**src/hdl/gtu_pkg.sv**
```systemverilog
// ****************************************************************
// constants and carriers of the general timer unit
// ****************************************************************
package gtu_pkg;

    // ************************************************************
    // register byte offsets
    // ************************************************************
    localparam logic [7:0] OFS_CONFIG    = 8'h00; // timer_config_reg
    localparam logic [7:0] OFS_A_MODE    = 8'h04; // half_a_mode_reg
    localparam logic [7:0] OFS_B_MODE    = 8'h08; // half_b_mode_reg
    localparam logic [7:0] OFS_CONTROL   = 8'h0C; // timer_control_reg
    localparam logic [7:0] OFS_INT_MASK  = 8'h18; // int_mask_reg
    localparam logic [7:0] OFS_RAW_INT   = 8'h1C; // raw_int_status_reg
    localparam logic [7:0] OFS_MASK_INT  = 8'h20; // masked_int_status_reg
    localparam logic [7:0] OFS_INT_CLEAR = 8'h24; // int_clear_reg
    localparam logic [7:0] OFS_A_LOAD    = 8'h28; // half_a_load_reg
    localparam logic [7:0] OFS_B_LOAD    = 8'h2C; // half_b_load_reg
    localparam logic [7:0] OFS_A_MATCH   = 8'h30; // half_a_match_reg
    localparam logic [7:0] OFS_A_PRESC   = 8'h38; // half_a_prescale_reg
    localparam logic [7:0] OFS_B_PRESC   = 8'h3C; // half_b_prescale_reg
    localparam logic [7:0] OFS_A_COUNT   = 8'h48; // half_a_count_reg
    localparam logic [7:0] OFS_B_COUNT   = 8'h4C; // half_b_count_reg

    // ************************************************************
    // configuration and mode codes
    // ************************************************************
    localparam logic [2:0] CFG_JOIN_TIMER = 3'h0; // 32-bit one-shot/periodic
    localparam logic [2:0] CFG_JOIN_CLOCK = 3'h1; // 32-bit real-time clock
    localparam logic [2:0] CFG_SPLIT      = 3'h4; // two separate 16-bit halves
    localparam logic [1:0] MODE_ONE_SHOT  = 2'h1; // half_a_mode_field one-shot
    localparam logic [1:0] MODE_PERIODIC  = 2'h2; // half_a_mode_field periodic

    // ************************************************************
    // reset and load values
    // ************************************************************
    localparam logic [15:0] RST_HALF     = 16'hFFFF;
    localparam logic [7:0]  RST_PRESCALE = 8'h00;
    localparam logic [31:0] RST_MATCH    = 32'hFFFFFFFF;
    localparam logic [31:0] CLOCK_FIRST  = 32'h00000001;
    localparam logic [31:0] COUNT_ZERO   = 32'h00000000;

    // ************************************************************
    // timing: slow clock input rate and tick rate
    // ************************************************************
    localparam int RTC_IN_HZ = 32768;                // 32.768 KHz input
    localparam int TICK_HZ   = 1;                    // 1 Hz count tick
    localparam int RTC_DIV   = RTC_IN_HZ / TICK_HZ;  // input edges per tick

    // control register as laid out in the word, bits 9..0
    typedef struct packed {
        logic       b_stall;   // half_b_stall_enable, bit 9
        logic       b_en;      // half_b enable, bit 8
        logic [1:0] rsv_hi;    // reads zero
        logic       a_trig;    // half_a_trigger_enable, bit 5
        logic       clk_en;    // clock_mode_enable, bit 4
        logic [1:0] rsv_lo;    // reads zero
        logic       a_stall;   // half_a_stall_enable, bit 1
        logic       a_en;      // half_a_enable, bit 0
    } gtu_ctl_t;

    // interrupt flag word, bits 3..0
    typedef struct packed {
        logic       clk_match; // clock match, bit 3
        logic [1:0] rsv;       // reads zero
        logic       a_timeout; // half_a time-out, bit 0
    } gtu_flags_t;

endpackage

```
**src/hdl/gtu_sync.sv**
```systemverilog
`timescale 1ns/1ns
`default_nettype none
// ****************************************************************
// three-stage input synchroniser with agreement filter
// ****************************************************************
module gtu_sync (
    input  wire logic core_clk,
    input  wire logic rst,
    input  wire logic pin,
    output logic      level,
    output logic      rise
);
    import gtu_pkg::*;

    logic [2:0] stage;      // stage[0] is read only by stage[1]
    logic       next_level; // filtered level
    logic       next_rise;  // one-cycle rising edge

    // a change counts once the second and third stage agree
    always_comb begin
        next_level = level;
        if (stage[1] == stage[2]) begin
            next_level = stage[2];
        end
        next_rise = next_level & ~level;
    end

    // registers only
    always_ff @(posedge core_clk or posedge rst) begin
        if (rst) begin
            stage <= 3'h0;
            level <= 1'b0;
            rise  <= 1'b0;
        end else begin
            stage <= {stage[1:0], pin};
            level <= next_level;
            rise  <= next_rise;
        end
    end
endmodule
`default_nettype wire

```
**src/hdl/gtu_tick_div.sv**
```systemverilog
`timescale 1ns/1ns
`default_nettype none
// ****************************************************************
// edge divider: one tick per DIV input edges
// ****************************************************************
module gtu_tick_div #(
    parameter int DIV = gtu_pkg::RTC_DIV
) (
    input  wire logic core_clk,
    input  wire logic rst,
    input  wire logic clear,
    input  wire logic edge_in,
    output logic      tick
);
    import gtu_pkg::*;

    // elaboration check
    if (DIV < 2 || DIV > 65536) begin : g_bad_div
        $error("gtu_tick_div: DIV out of range");
    end

    logic [15:0] edges;      // input edges seen in this period
    logic [15:0] next_edges; // next edge count
    logic        next_tick;  // next tick

    // count edges, wrap and tick on the last one
    always_comb begin
        next_edges = edges;
        next_tick  = 1'b0;
        if (clear) begin
            next_edges = 16'h0000;
        end else if (edge_in) begin
            if (edges == 16'(DIV - 1)) begin
                next_edges = 16'h0000;
                next_tick  = 1'b1;
            end else begin
                next_edges = edges + 16'h0001;
            end
        end
    end

    // registers only
    always_ff @(posedge core_clk or posedge rst) begin
        if (rst) begin
            edges <= 16'h0000;
            tick  <= 1'b0;
        end else begin
            edges <= next_edges;
            tick  <= next_tick;
        end
    end
endmodule
`default_nettype wire

```
**src/hdl/gtu_timer.sv**
```systemverilog
// Contract
// RL1: config 0 joined timer, 1 joined clock
// RL2: halves and loads reset to FFFF
// RL3: both prescale registers reset to zero
// RL4: reset leaves timer idle, controls cleared
// RL5: 32-bit load write fills both halves
// RL6: count read returns B high, A low
// RL7: only half A mode selects behaviour
// RL8: count down, reload after zero
// RL9: one-shot stops and clears enable
// RL10: time-out flag sticky until cleared
// RL11: masked time-out follows raw when unmasked
// RL12: one-cycle trigger pulse at zero
// RL13: load write while running reloads counter
// RL14: stall enable freezes counter during stall; the clock-mode count ignores stall
// RL15: clock mode counts up, first load one
// RL16: software puts later clock loads in match
// RL17: slow clock divided to one hertz tick
// RL18: clock match rolls counter to zero
// RL19: clock match flags, masked, interrupt, cleared
// RL20: clock mode enable overrides both stalls; the code overrides only the half A stall, half_b_stall_enable has no effect
// RL21: unit triggers ORed toward converter
// RL22: joined modes use only even capture pin
// RL23: config 4 selects split halves
// RL24: slow clock synchronised, edges divided
`timescale 1ns/1ns
`default_nettype none
module gtu_timer #(
    parameter int OTHER_UNITS = 2,
    parameter int TICK_DIV    = gtu_pkg::RTC_DIV
) (
    input  wire logic                   core_clk,
    input  wire logic                   rst,
    input  wire logic                   wb_cyc_i,
    input  wire logic                   wb_stb_i,
    input  wire logic                   wb_we_i,
    input  wire logic [7:0]             wb_adr_i,
    input  wire logic [3:0]             wb_sel_i,
    input  wire logic [31:0]            wb_dat_i,
    output logic      [31:0]            wb_dat_o,
    output logic                        wb_ack_o,
    input  wire logic                   stall_in,
    input  wire logic                   capture_pin_zero,
    input  wire logic [OTHER_UNITS-1:0] other_triggers,
    output logic                        trigger_out,
    output logic                        conv_trigger,
    output logic                        irq
);
    import gtu_pkg::*;

    // elaboration check
    if (OTHER_UNITS < 1) begin : g_bad_units
        $error("gtu_timer: OTHER_UNITS must be at least 1");
    end

    // ************************************************************
    // helper functions
    // ************************************************************

    // byte-lane merge of a write into an old word
    function automatic logic [31:0] merge(input logic [31:0] old,
                                          input logic [31:0] wd,
                                          input logic [3:0]  sel);
        logic [31:0] res;
        res = old;
        for (int i = 0; i < 4; i++) begin
            if (sel[i]) begin
                res[i*8 +: 8] = wd[i*8 +: 8];
            end
        end
        return res;
    endfunction

    // true for both joined 32-bit configurations
    function automatic logic joined(input logic [2:0] cfg);
        return (cfg == CFG_JOIN_TIMER) || (cfg == CFG_JOIN_CLOCK);
    endfunction

    // ************************************************************
    // state
    // ************************************************************
    logic [2:0]  config_q;      // timer_config_reg
    logic [1:0]  a_mode;        // half_a_mode_field
    logic [1:0]  b_mode;        // half_b_mode_reg, kept but unused here
    gtu_ctl_t    ctl;           // timer_control_reg
    gtu_flags_t  raw;           // raw_int_status_reg
    gtu_flags_t  mask;          // int_mask_reg
    logic [15:0] a_load;        // half_a_load_reg
    logic [15:0] b_load;        // half_b_load_reg
    logic [31:0] match;         // half_a_match_reg
    logic [7:0]  a_presc;       // half_a_prescale_reg
    logic [7:0]  b_presc;       // half_b_prescale_reg
    logic [31:0] count;         // half B count high, half A count low
    logic        clock_seen;    // clock mode has been selected once

    logic [2:0]  next_config;   // next values
    logic [1:0]  next_a_mode;
    logic [1:0]  next_b_mode;
    gtu_ctl_t    next_ctl;
    gtu_flags_t  next_raw;
    gtu_flags_t  next_mask;
    logic [15:0] next_a_load;
    logic [15:0] next_b_load;
    logic [31:0] next_match;
    logic [7:0]  next_a_presc;
    logic [7:0]  next_b_presc;
    logic [31:0] next_count;
    logic        next_clock_seen;
    logic        next_trigger;
    logic        next_conv;
    logic        next_irq;
    logic        next_ack;
    logic [31:0] next_rdata;

    logic        stall_lvl;     // filtered stall input
    logic        slow_rise;     // filtered rising edge of slow clock
    logic        sec_tick;      // one-hertz tick
    logic        tick_clear;    // holds divider idle outside clock mode

    // ************************************************************
    // input synchronisers and tick divider
    // ************************************************************
    gtu_sync u_stall_sync (
        .core_clk (core_clk),
        .rst      (rst),
        .pin      (stall_in),
        .level    (stall_lvl),
        .rise     ()
    );

    // RL22: even pin only
    // RL24: sync slow clock
    gtu_sync u_slow_sync (
        .core_clk (core_clk),
        .rst      (rst),
        .pin      (capture_pin_zero),
        .level    (),
        .rise     (slow_rise)
    );

    // RL17: divide to tick
    gtu_tick_div #(
        .DIV (TICK_DIV)
    ) u_tick_div (
        .core_clk (core_clk),
        .rst      (rst),
        .clear    (tick_clear),
        .edge_in  (slow_rise),
        .tick     (sec_tick)
    );

    // divider runs only while the clock configuration is selected and half A is enabled
    assign tick_clear = !((config_q == CFG_JOIN_CLOCK) && ctl.a_en);

    // ************************************************************
    // next-state logic: counting, bus, flags
    // ************************************************************
    always_comb begin
        logic        req;
        logic        wr;
        logic        step;
        logic        ev_timeout;
        logic        ev_clock;
        logic [31:0] wv;
        req        = wb_cyc_i && wb_stb_i;
        wr         = req && wb_ack_o && wb_we_i;
        step       = 1'b0;
        ev_timeout = 1'b0;
        ev_clock   = 1'b0;
        wv         = 32'h00000000;

        next_config     = config_q;
        next_a_mode     = a_mode;
        next_b_mode     = b_mode;
        next_ctl        = ctl;
        next_raw        = raw;
        next_mask       = mask;
        next_a_load     = a_load;
        next_b_load     = b_load;
        next_match      = match;
        next_a_presc    = a_presc;
        next_b_presc    = b_presc;
        next_count      = count;
        next_clock_seen = clock_seen;
        next_rdata      = wb_dat_o;

        // RL20: clock enable beats stall
        // RL14: stall freezes count
        step = ctl.a_en && !(ctl.a_stall && stall_lvl && !ctl.clk_en);

        // RL1: joined timer selected
        // RL7: half A mode only
        if (config_q == CFG_JOIN_TIMER && step) begin
            if (count == COUNT_ZERO) begin
                // RL8: reload after zero
                next_count = {b_load, a_load};
                // RL9: one-shot self-stop
                if (a_mode == MODE_ONE_SHOT) begin
                    next_ctl.a_en = 1'b0;
                end
            end else begin
                // RL8: count down
                next_count = count - 32'h00000001;
            end
        end

        // RL15: clock mode up-count
        if (config_q == CFG_JOIN_CLOCK && ctl.a_en && sec_tick) begin
            if (count == match) begin
                // RL18: roll over at match
                next_count = COUNT_ZERO;
                ev_clock   = 1'b1;
            end else begin
                next_count = count + 32'h00000001;
            end
        end

        // read data is latched in the cycle before ack
        if (req && !wb_ack_o) begin
            case (wb_adr_i)
                OFS_CONFIG:    next_rdata = {29'h0, config_q};
                OFS_A_MODE:    next_rdata = {30'h0, a_mode};
                OFS_B_MODE:    next_rdata = {30'h0, b_mode};
                OFS_CONTROL:   next_rdata = {22'h0, ctl};
                OFS_INT_MASK:  next_rdata = {28'h0, mask};
                OFS_RAW_INT:   next_rdata = {28'h0, raw};
                // RL11: masked view
                OFS_MASK_INT:  next_rdata = {28'h0, raw & mask};
                OFS_A_LOAD:    next_rdata = joined(config_q) ? {b_load, a_load}
                                                             : {16'h0, a_load};
                OFS_B_LOAD:    next_rdata = {16'h0, b_load};
                OFS_A_MATCH:   next_rdata = match;
                OFS_A_PRESC:   next_rdata = {24'h0, a_presc};
                OFS_B_PRESC:   next_rdata = {24'h0, b_presc};
                // RL6: joined count view
                OFS_A_COUNT:   next_rdata = joined(config_q) ? count
                                                             : {16'h0, count[15:0]};
                OFS_B_COUNT:   next_rdata = {16'h0, count[31:16]};
                default:       next_rdata = 32'h00000000;
            endcase
        end

        // writes take effect at the edge where ack is seen
        if (wr) begin
            case (wb_adr_i)
                OFS_CONFIG: begin
                    wv          = merge({29'h0, config_q}, wb_dat_i, wb_sel_i);
                    // RL23: split selectable
                    next_config = wv[2:0];
                    // RL15: first clock load
                    if (wv[2:0] == CFG_JOIN_CLOCK && !clock_seen) begin
                        next_count      = CLOCK_FIRST;
                        next_clock_seen = 1'b1;
                    end
                end
                OFS_A_MODE: begin
                    wv          = merge({30'h0, a_mode}, wb_dat_i, wb_sel_i);
                    next_a_mode = wv[1:0];
                end
                OFS_B_MODE: begin
                    wv          = merge({30'h0, b_mode}, wb_dat_i, wb_sel_i);
                    next_b_mode = wv[1:0];
                end
                OFS_CONTROL: begin
                    wv              = merge({22'h0, ctl}, wb_dat_i, wb_sel_i);
                    next_ctl        = wv[9:0];
                    next_ctl.rsv_hi = 2'h0;
                    next_ctl.rsv_lo = 2'h0;
                end
                OFS_INT_MASK: begin
                    wv            = merge({28'h0, mask}, wb_dat_i, wb_sel_i);
                    next_mask     = wv[3:0];
                    next_mask.rsv = 2'h0;
                end
                OFS_INT_CLEAR: begin
                    wv       = merge(32'h0, wb_dat_i, wb_sel_i);
                    // RL10: software clear
                    // RL19: clock flag clear
                    next_raw = raw & ~wv[3:0];
                end
                OFS_A_LOAD: begin
                    wv = merge({b_load, a_load}, wb_dat_i, wb_sel_i);
                    next_a_load = wv[15:0];
                    // RL5: upper half to B
                    if (joined(config_q)) begin
                        next_b_load = wv[31:16];
                    end
                    // RL13: running reload
                    if (config_q == CFG_JOIN_TIMER) begin
                        next_count = wv;
                    end
                end
                OFS_B_LOAD: begin
                    wv          = merge({16'h0, b_load}, wb_dat_i, wb_sel_i);
                    next_b_load = wv[15:0];
                end
                // RL16: later clock loads
                OFS_A_MATCH:   next_match = merge(match, wb_dat_i, wb_sel_i);
                OFS_A_PRESC: begin
                    wv           = merge({24'h0, a_presc}, wb_dat_i, wb_sel_i);
                    next_a_presc = wv[7:0];
                end
                OFS_B_PRESC: begin
                    wv           = merge({24'h0, b_presc}, wb_dat_i, wb_sel_i);
                    next_b_presc = wv[7:0];
                end
                default: begin
                    // read-only or unmapped: write ignored
                    wv = 32'h00000000;
                end
            endcase
        end

        // zero reached: entered this edge from a non-zero count
        ev_timeout = (config_q == CFG_JOIN_TIMER) && step
                     && (next_count == COUNT_ZERO) && (count != COUNT_ZERO);

        // RL10: set wins over clear
        // RL19: clock match raw
        next_raw.a_timeout = next_raw.a_timeout | ev_timeout;
        next_raw.clk_match = next_raw.clk_match | ev_clock;
        next_raw.rsv       = 2'h0;

        // RL12: one-cycle trigger
        next_trigger = ev_timeout && ctl.a_trig;
        // RL21: OR of unit triggers
        next_conv    = next_trigger || (|other_triggers);
        // RL19: masked interrupt line
        next_irq     = |(next_raw & next_mask);
        next_ack     = req && !wb_ack_o;
    end

    // ************************************************************
    // registers
    // ************************************************************
    // RL2: halves reset FFFF
    // RL3: prescale reset zero
    // RL4: idle after reset
    always_ff @(posedge core_clk or posedge rst) begin
        if (rst) begin
            config_q     <= CFG_JOIN_TIMER;
            a_mode       <= 2'h0;
            b_mode       <= 2'h0;
            ctl          <= '0;
            raw          <= '0;
            mask         <= '0;
            a_load       <= RST_HALF;
            b_load       <= RST_HALF;
            match        <= RST_MATCH;
            a_presc      <= RST_PRESCALE;
            b_presc      <= RST_PRESCALE;
            count        <= {RST_HALF, RST_HALF};
            clock_seen   <= 1'b0;
            trigger_out  <= 1'b0;
            conv_trigger <= 1'b0;
            irq          <= 1'b0;
            wb_ack_o     <= 1'b0;
            wb_dat_o     <= 32'h00000000;
        end else begin
            config_q     <= next_config;
            a_mode       <= next_a_mode;
            b_mode       <= next_b_mode;
            ctl          <= next_ctl;
            raw          <= next_raw;
            mask         <= next_mask;
            a_load       <= next_a_load;
            b_load       <= next_b_load;
            match        <= next_match;
            a_presc      <= next_a_presc;
            b_presc      <= next_b_presc;
            count        <= next_count;
            clock_seen   <= next_clock_seen;
            trigger_out  <= next_trigger;
            conv_trigger <= next_conv;
            irq          <= next_irq;
            wb_ack_o     <= next_ack;
            wb_dat_o     <= next_rdata;
        end
    end
endmodule
`default_nettype wire

```
**config.mk**
```make
export PLATFORM = sky130hd
export DESIGN_NAME = gtu_timer
export DESIGN_NICKNAME = d
export VERILOG_FILES = /design/src/hdl/gtu_pkg.sv /design/src/hdl/gtu_sync.sv /design/src/hdl/gtu_tick_div.sv /design/src/hdl/gtu_timer.sv
export SDC_FILE = /design/constraint.sdc
export NUM_CORES = 1
export LEC_CHECK = 0
export BUFFER_PORTS_ARGS = -buffer_cell sky130_fd_sc_hd__clkbuf_2
export CAP_MARGIN = 40
export CORE_MARGIN = 5
export CORE_UTILIZATION = 35
export DETAILED_ROUTE_END_ITERATION = 12
export MAX_ROUTING_LAYER = met4
export PLACE_DENSITY = 0.54
export REMOVE_ABC_BUFFERS = 1
export SLEW_MARGIN = 20
export SYNTH_ARGS = -nofsm -noshare
export SYNTH_HDL_FRONTEND = slang
export SYNTH_SLANG_ARGS = --single-unit
```
**constraint.sdc**
```tcl
create_clock -name core_clk -period 7.85 [get_ports core_clk]
set_input_delay 1.57 -clock core_clk [delete_from_list [all_inputs] [get_ports core_clk]]
set_output_delay 1.57 -clock core_clk [all_outputs]
set_load 0.05 [all_outputs]
```
# After elaboration in Yosys (flattened, before gate mapping)
# Index checks and enable logic that the tools add are counted.
dict set report totals {
  register_bits 194
  word_cells 162
}
dict set report classes {
  add_sub_neg 3
  eq_ne 26
  mux 45
  bitwise_logic 8
  reduce_logical 43
}
# cell n
set ops {}
lappend ops {{case mux 32 bit (14 select lines)} 1}
lappend ops {{two-way mux 32 bit} 9}
lappend ops {{zero test 32 bit} 2}
lappend ops {{two-way mux 16 bit} 4}
lappend ops {{case mux 32 bit (2 select lines)} 1}
lappend ops {{== test 8 x 6 -> 1 bit (second input constant)} 7}
lappend ops {{two-way mux 8 bit} 6}
lappend ops {{AND reduction 3 bit} 11}
lappend ops {{adder 32 x 1 -> 32 bit (second input constant)} 1}
lappend ops {{== test 32 bit} 1}
lappend ops {{two-way mux 4 bit} 8}
lappend ops {{case mux 16 bit (2 select lines)} 1}
lappend ops {{nonzero test 32 bit} 1}
lappend ops {{subtractor 32 x 1 -> 32 bit (second input constant)} 1}
lappend ops {{adder 16 x 1 -> 16 bit (second input constant)} 1}
lappend ops {{== test 16 x 15 -> 1 bit (second input constant)} 1}
lappend ops {{== test 8 x 4 -> 1 bit (second input constant)} 2}
lappend ops {{== test 8 x 5 -> 1 bit (second input constant)} 2}
lappend ops {{== test 8 x 7 -> 1 bit (second input constant)} 2}
lappend ops {{logical AND 1 bit} 14}
lappend ops {{AND 4 bit} 3}
lappend ops {{two-way mux 1 bit} 12}
lappend ops {{two-way mux 3 bit} 3}
lappend ops {{== test 8 x 3 -> 1 bit (second input constant)} 1}
lappend ops {{19 further kinds} 30}

# Depth between registers and ports, before layout
# Gate-level depths: netlist of run 1.
dict set report depth {
  ltp_word 16
  mapped_depth 13
  depth_no_buf 11
}

# Hierarchy
# A second synthesis of run 1 with hierarchy kept.
dict set report hier_totals {
  hier_cells 1205
  hier_area_um2 11767.5
}
# module n_inst cells_each area_per_inst_um2 seq_area_each_um2
set modules_own_cells {}
lappend modules_own_cells {gtu_timer 1 1087 10471.3 4274.1}
lappend modules_own_cells {gtu_tick_div 1 102 996.0 425.4}
lappend modules_own_cells {gtu_sync 2 8 150.1 125.1}

# Worst setup path before layout of run 1
# Ideal clock, no wire load.
dict set report synth_timing {
  path_type {input-to-reg}
  from {input port wb_adr_i[3]}
  to {register conv_trigger}
  arrival_ps 4236
  required_time_ps 7758
  path_slack_ps 3521
  stages 10
  n_path_buf 2
  cell_sequence {buf_2 or4_1 clkbuf_1 or2_0 a2111oi_2 nor2_1 a221o_1 a2111oi_4 nand4_2 o31ai_2}
}
dict set report synth_between {
  elab_chain_cells 8
  word_cells_on_any_way 9
  cone_classes {eq/ne: 1; mux: 2; reduce/logical: 6}
}
# element line_no
set synth_rtl {}
lappend synth_rtl {{start, declared} gtu_timer.sv:37} ;# input wire logic [7:0] wb_adr_i,
lappend synth_rtl {{== test 8 x 6 -> 1 bit / zero test 8 bit (equally long branches)} gtu_timer.sv:245} ;# case (wb_adr_i)
lappend synth_rtl {{case mux 32 bit (2 select lines) (*)} gtu_timer.sv:245}
lappend synth_rtl {{two-way mux 32 bit (*)} gtu_timer.sv:244} ;# if (wr) begin
lappend synth_rtl {{net next_count[1]} gtu_timer.sv:107} ;# logic [31:0] next_count;
lappend synth_rtl {{zero test 32 bit (*)} gtu_timer.sv:316} ;# && (next_count == COUNT_ZERO) && (count != COUNT_ZERO);
lappend synth_rtl {{logical AND 1 bit (*) (2 in a row)} gtu_timer.sv:316}
lappend synth_rtl {{logical AND 1 bit (*)} gtu_timer.sv:325} ;# next_trigger = ev_timeout && ctl.a_trig;
lappend synth_rtl {{logical OR 1 bit (*)} gtu_timer.sv:327} ;# next_conv = next_trigger || (|other_triggers);
lappend synth_rtl {{net next_conv} gtu_timer.sv:110} ;# logic next_conv;
lappend synth_rtl {{end signal, assigned} gtu_timer.sv:374} ;# conv_trigger <= next_conv;
lappend synth_rtl {{end, declared} gtu_timer.sv:46} ;# output logic conv_trigger,
# The timed path passes the listed nets; every way through them passes the cells marked *.
# A chain may end at the register's enable or synchronous reset.

# Worst setup path after layout of run 1
dict set report layout_timing {
  from {input port wb_adr_i[2]}
  to {register conv_trigger}
}
# Same word-level chain as after synthesis.

==> results of run 1 <==
## Yosys cell counts (30+ instances only)
cell type,number
xnor2_1,48
nand4_1,39
mux2_2,76
a222oi_1,31
dfstp_2,96
o21ai_0,63
nand3_1,42
a21oi_1,50
dfrtp_1,96
nand2_1,109
nor2_1,93
clkbuf_1,60
nor4_1,30
nor3_1,35
## critical path, stage by stage
cell      delay, ns
clkbuf_2       0.13
nor4b_1        0.75
and4_1         0.70
a21oi_1        0.08
buf_4          0.24
nand2_1        0.29
a21oi_1        0.08
a221o_2        0.34
nor4bb_1       0.46
nand4_2        0.26
o31ai_2        0.25
## final cells by class
type                       instances  area (sq um)  area share
tap                              448         560.5     0.04206
antenna                            1         2.502   0.0001878
clock buffer                      18         439.2     0.03295
clock inverter                    14         163.9     0.01230
sequential                       192          4925      0.3695
multi-input combinational        940          6469      0.4854
timing repair buffer             121         700.7     0.05257
inverter                          16         67.56    0.005069
## metrics by stage
stage / power (mW) / cells
2_1_floorplan: 1.081 / 1148
3_3_place_gp: 1.151 / 1709
3_5_place_dp: 1.151 / 1717
4_1_cts: 2.076 / 1749
5_1_grt: 2.126 / 1750
6_report: 2.061 / 1750
## sequential cells by signal, summed over array words and instances (netlist names), 2 cells and up
register	count
a_load	16
a_mode	2
a_presc	8
b_load	16
b_mode	2
b_presc	8
config_q	3
count	32
ctl	6
mask	2
match	32
raw	2
u_slow_sync.stage	3
u_stall_sync.stage	3
u_tick_div.edges	16
wb_dat_o	32
## cells by family after synthesis
group / Yosys count / synth area share
buffers and inverters: 105 / 0.04779
adders and majority gates: 6 / 0.005869
xor gates and xnor gates: 72 / 0.05282
and+or+nand+nor: 450 / 0.2022
muxes: 105 / 0.09600
DFF: 192 / 0.4125
AOI/OAI and AO/OA: 307 / 0.1829
## layer usage
| metal | GRT usage | up-vias |
|---|---|---|
| li1 | - | 4830 |
| met1 | 0.3836 | 5615 |
| met2 | 0.3881 | 604 |
| met3 | 0.04813 | 104 |
| met4 | 0.09714 | 0 |
| met5 | - | - |
## power breakdown
part	switching [mW]	internal (mW)
Combinational	0.0895	0.0360
Clock	0.462	0.464
Sequential	0.0107	0.999
## path summary, 6_finish.rpt
kind	from	endpoint	slack, ns	cells after the start
max in group asynchronous	rst	wb_dat_o[29]	5.52	3
hold / removal	u_stall_sync.stage[0]	u_stall_sync.stage[1]	0.36	0
hold reg to reg	u_stall_sync.stage[0]	u_stall_sync.stage[1]	0.36	0
setup reg to reg	count[2]	conv_trigger	3.25	9
min in group asynchronous	rst	a_presc[6]	1.19	2
setup / recovery	wb_adr_i[2]	conv_trigger	3.07	11
==> results.md, run 1 <==
- Fin. max-slew vios: 0
- Clk_skew: 0.01763 ns
- Run status: completed
- Highest Signal Layer: met4
- CP Capture Type: flop
- Post-synth EDFFs: 0
- Fmax: about 0.21 GHz
- #FFs+latches synth: between 150 and 200
- Cts repair resizes: 0
- Vias in the first global route: between 10000 and 15000
- Worst Tran Pin Value: just over 0.9 ns
- Residual DRC count: 0
- Cell variety after synth: approximately 90
- Detailed Route WL: between 50000 and 60000 microns
- Power Dens Cells: roughly 150 nW/um^2
- Die Area: between 30000 and 40000 sq um
- Routed met1 length: between 20000 and 25000 microns
- Mapped Avg Cell Area: a little under 10 sq um
- Cts hold-fix bufs: 0
- DR vias: about 11000
- Setup violators final: 0
- Share of layout cells above drive strength 1: 0.2821
- WP data arrival: about 5.2 ns
- Unrepaired setup endpoints after global routing: no
- Slew HR: 0.3865
- Layout net count: 1345
- Total track usage: 0.2704
- Post-synth top area share: 0.2113
- Largest net degree at the start of global routing: a little under 100
- DR WL/cell: 29.04 microns
- Initial Util: 0.3552
- CTS Root Buffer Type: clkbuf_16
- Die H: between 150 and 200 microns
- Top area cells in the synthesized netlist: dfstp_2 21%, dfrtp_1 20%, mux2_2 7.2%
- Hold Path Class: flop to flop
- Commonest non-fill, non-tap cell in the layout: nand2_1
- Total congestion overflow: 0
- Die X: approximately 190 microns
- Synth area leader: dfstp_2
- First-pass GRT wire length: around 75000 microns
- Finished Core Util: 0.3965
- Post-route setup slack: roughly 3.1 ns
- Clk buf depth: 2
- Synth-to-Final Area Change: 11.63%
- Critical path type: input port to flop
- Clk_lat worst skew: 0.47 ns
- Ys flop type: dfstp_2
- Port bufs: between 80 and 90
- Worst path required time: just over 8 ns
- Mapped Area: approximately 12000 sq um
- Post-route ant nets: 0
- Setup WS pre-CTS: approximately 2.7 ns
- Fin Setup TNS: 0 ns
- P_leak: 5.182 nW
- Hold Slack: 0.3556 ns
- H-Tree Level Count: 4
- Seq/Total Area, Yosys: 0.4125
- Fin. Hold Viols: 0
- Vias/cell: roughly 6.4
- # rows: 67
- # Post-CTS Setup Buffers: 0
- Worst vdd ir: between 0.15 and 0.2 mV
- # IOs: between 80 and 90
- Iteration-0 DRC Markers: around 1500
- Placed inst area: about 13000 sq um
- Most frequent cells in the layout: 109 x nand2_1, 96 x dfstp_2, 96 x dfrtp_1
- CP startpoint kind: input port
- CTS buffer count: 17
- Initial antenna violation count: 1
- Final period utilization: 0.6094
- Placer Congestion: a little under 1
- Core area: between 30000 and 40000 sq um
- Clock transition at path regs: 0.08 ns
- YS warnings: 0
- CTS sink cnt: approximately 190
- Drt first pass iters: 6
- CTS tree: yes
- Finished layout cell area: around 13000 sq um
- Post-synth ARST share: 1.000
- Post-layout min period: 4.784 ns
- Met3 Routed Length: roughly 3700 microns
- DP HPWL: 37610 microns
- Met2 wire len: between 20000 and 25000 microns
- # fillers: approximately 3400
- Max-cap violations: 0
- Top fanout value on the critical path: 16
- Mapped Cells: between 1000 and 1500
No activity file was read; power rests on OpenSTA's default activity.
==> run 2: changes to the inputs <==
PLACE_DENSITY = 0.56   (was 0.54)
clock period = 4.25 ns   (was 7.85 ns; I/O delays follow)
==> results.md, run 2 (synthesis gave the netlist of run 1 again) <==
- CTS tree: yes
- Crit path cell chain: or4b_2 > a211oi_1 > a21oi_1 > nand2_1 > a21oi_1 > a221o_2 > nor4bb_1 > buf_4 > nand4_2 > o31ai_2
- Share of layout cells above drive strength 1: 0.3237
- DP HPWL: about 41000 microns
- Run status: completed
- Die X: a little under 200 microns
- Synth-to-Final Area Change: 17.50%
- Worst Tran Pin Value: between 0.8 and 0.9 ns
- DR vias: between 10000 and 15000
- Commonest non-fill, non-tap cell in the layout: buf_4
- CP startpoint kind: flop
- Placer Congestion: between 1 and 1.5
- Hold Path Class: flop to flop
- CTS Root Buffer Type: clkbuf_16
- Clk_lat worst skew: 0.46 ns
- Total track usage: 0.2814
- Fin Setup TNS: 0 ns
- Core area: around 34000 sq um
- Final period utilization: 0.9040
- Hold Slack: ~0.35 ns
- Worst path required time: approximately 4.6 ns
- # Post-CTS Setup Buffers: 0
- P_leak: ~5.6 nW
- Top Family by Delay on Critical Path: simple AND/OR/NAND/NOR gates
- Initial Util: 0.3552
- Critical path type: flop to flop
- H-Tree Level Count: 4
- Die Area: between 30000 and 40000 sq um
- Drt first pass iters: 7
- Setup violators final: 0
- Power Dens Cells: 278.0 nW/um^2
- Top fanout value on the critical path: 9
- Cts repair resizes: 0
- Die H: between 150 and 200 microns
- CP bufs+invs: 1
- Port bufs: 88
- Initial antenna violation count: 4
- Vias in the first global route: ~11000
- Post-route ant nets: 0
- Multi-input gate area: ~6500 sq um
- # IOs: approximately 90
- WP data arrival: 4.21 ns
- Total congestion overflow: 0
- Worst R2R Setup Slack: about 0.41 ns
- Top Registers: count (32), match (32), wb_dat_o (32)
- CP Capture Type: flop
- CP max stage cell: or4b_2
- Placed inst area: 13380 sq um
- Vias/cell: about 6.3
- DR WL/cell: approximately 29 microns
- Max-cap violations: 0
- # fillers: between 3000 and 4000
- Unrepaired setup endpoints after global routing: no
- First-pass GRT wire length: roughly 77000 microns
- Fin. max-slew vios: 0
- Iteration-0 DRC Markers: 1619
- Layout net count: approximately 1400
- Clk buf depth: 2
- Fmax: about 0.26 GHz
- Clk_skew: 0.01389 ns
- Cts hold-fix bufs: 0
- # rows: 67
- Worst vdd ir: a little under 0.3 mV
- Register area: between 4000 and 5000 sq um
- CTS sink cnt: roughly 190
- Most frequent cells in the layout: 116 x buf_4, 109 x nand2_1, 96 x dfstp_2, 96 x dfrtp_1, 92 x nor2_1
- Detailed Route WL: approximately 53000 microns
- Crit path top cell by count: a21oi_1
- CTS buffer count: 17
- Post-layout min period: a little under 4 ns
- Largest net degree at the start of global routing: between 70 and 80
- Crit-path max cell delay: roughly 0.76 ns
- Finished layout cell area: roughly 14000 sq um
- Clock transition at path regs: ~0.080 ns
- Residual DRC count: 0
- Fin. Hold Viols: 0
- Slew HR: 0.4183
-- run 2: changes by cell type in the layout (fill, tap and decap cells not counted), sizes merged --
| cell | change |
|---|---|
| diode | +2 |
| clkinvlp | -1 |
| inv | -5 |
| clkdlybuf4s15 | -2 |
| clkinv | +1 |
| clkbuf | +2 |
| buf | +89 |
| clkdlybuf4s18 | -1 |
| bufinv | +3 |
-- run 2: report_power, final --
group	switching, mW	leakage (nW)	internal (mW)
Clock	0.760	0.313	1.02
Sequential	0.0182	2.30	1.85
Combinational	0.173	3.01	0.0797
-- run 2: area by class of cell --
class                      count  area share
timing repair buffer         207     0.09793
multi-input combinational    940      0.4603
tap                          448     0.03996
antenna                        3   0.0005351
inverter                      16    0.004816
sequential                   192      0.3511
clock buffer                  20     0.03255
clock inverter                12     0.01284
-- run 2: worst register-to-register path, cell delays in order (launching register included) --
cell	delay, ns
dfrtp_1	0.52
or4b_2	0.76
a211oi_1	0.39
a21oi_1	0.33
nand2_1	0.34
a21oi_1	0.07
a221o_2	0.33
nor4bb_1	0.45
buf_4	0.19
nand4_2	0.16
o31ai_2	0.23
-- run 2: final timing paths --
check / cells after the start / endpoint / from
worst max-delay path: 10 / conv_trigger / config_q[2]
worst min-delay path: 0 / u_slow_sync.stage[1] / u_slow_sync.stage[0]
worst max register to register: 10 / conv_trigger / config_q[2]
worst min register to register: 0 / u_slow_sync.stage[1] / u_slow_sync.stage[0]
max in group asynchronous: 4 / match[29] / rst
min in group asynchronous: 2 / wb_dat_o[5] / rst
-- run 2: metal layers --
layer | up-vias | GRT usage | wire [microns]
li1 | 5002 | - | -
met1 | 5870 | 0.3892 | 23250
met2 | 552 | 0.4101 | 23190
met3 | 90 | 0.05765 | 4388
met4 | 0 | 0.1005 | 1987
met5 | - | - | 0
-- run 2: stage by stage --
stage | instances | util | setup slack [ns] | power [mW]
CTS | 1835 | 0.4171 | 0.4609 | 3.933
floorplan | 1148 | - | -1.668 | 1.996
detailed placement | 1803 | 0.3981 | 0.1146 | 2.145
finish | 1838 | 0.4173 | 0.4082 | 3.900
global route | 1838 | 0.4173 | 0.2055 | 4.045
global placement | 1801 | 0.3967 | 0.1806 | 2.142
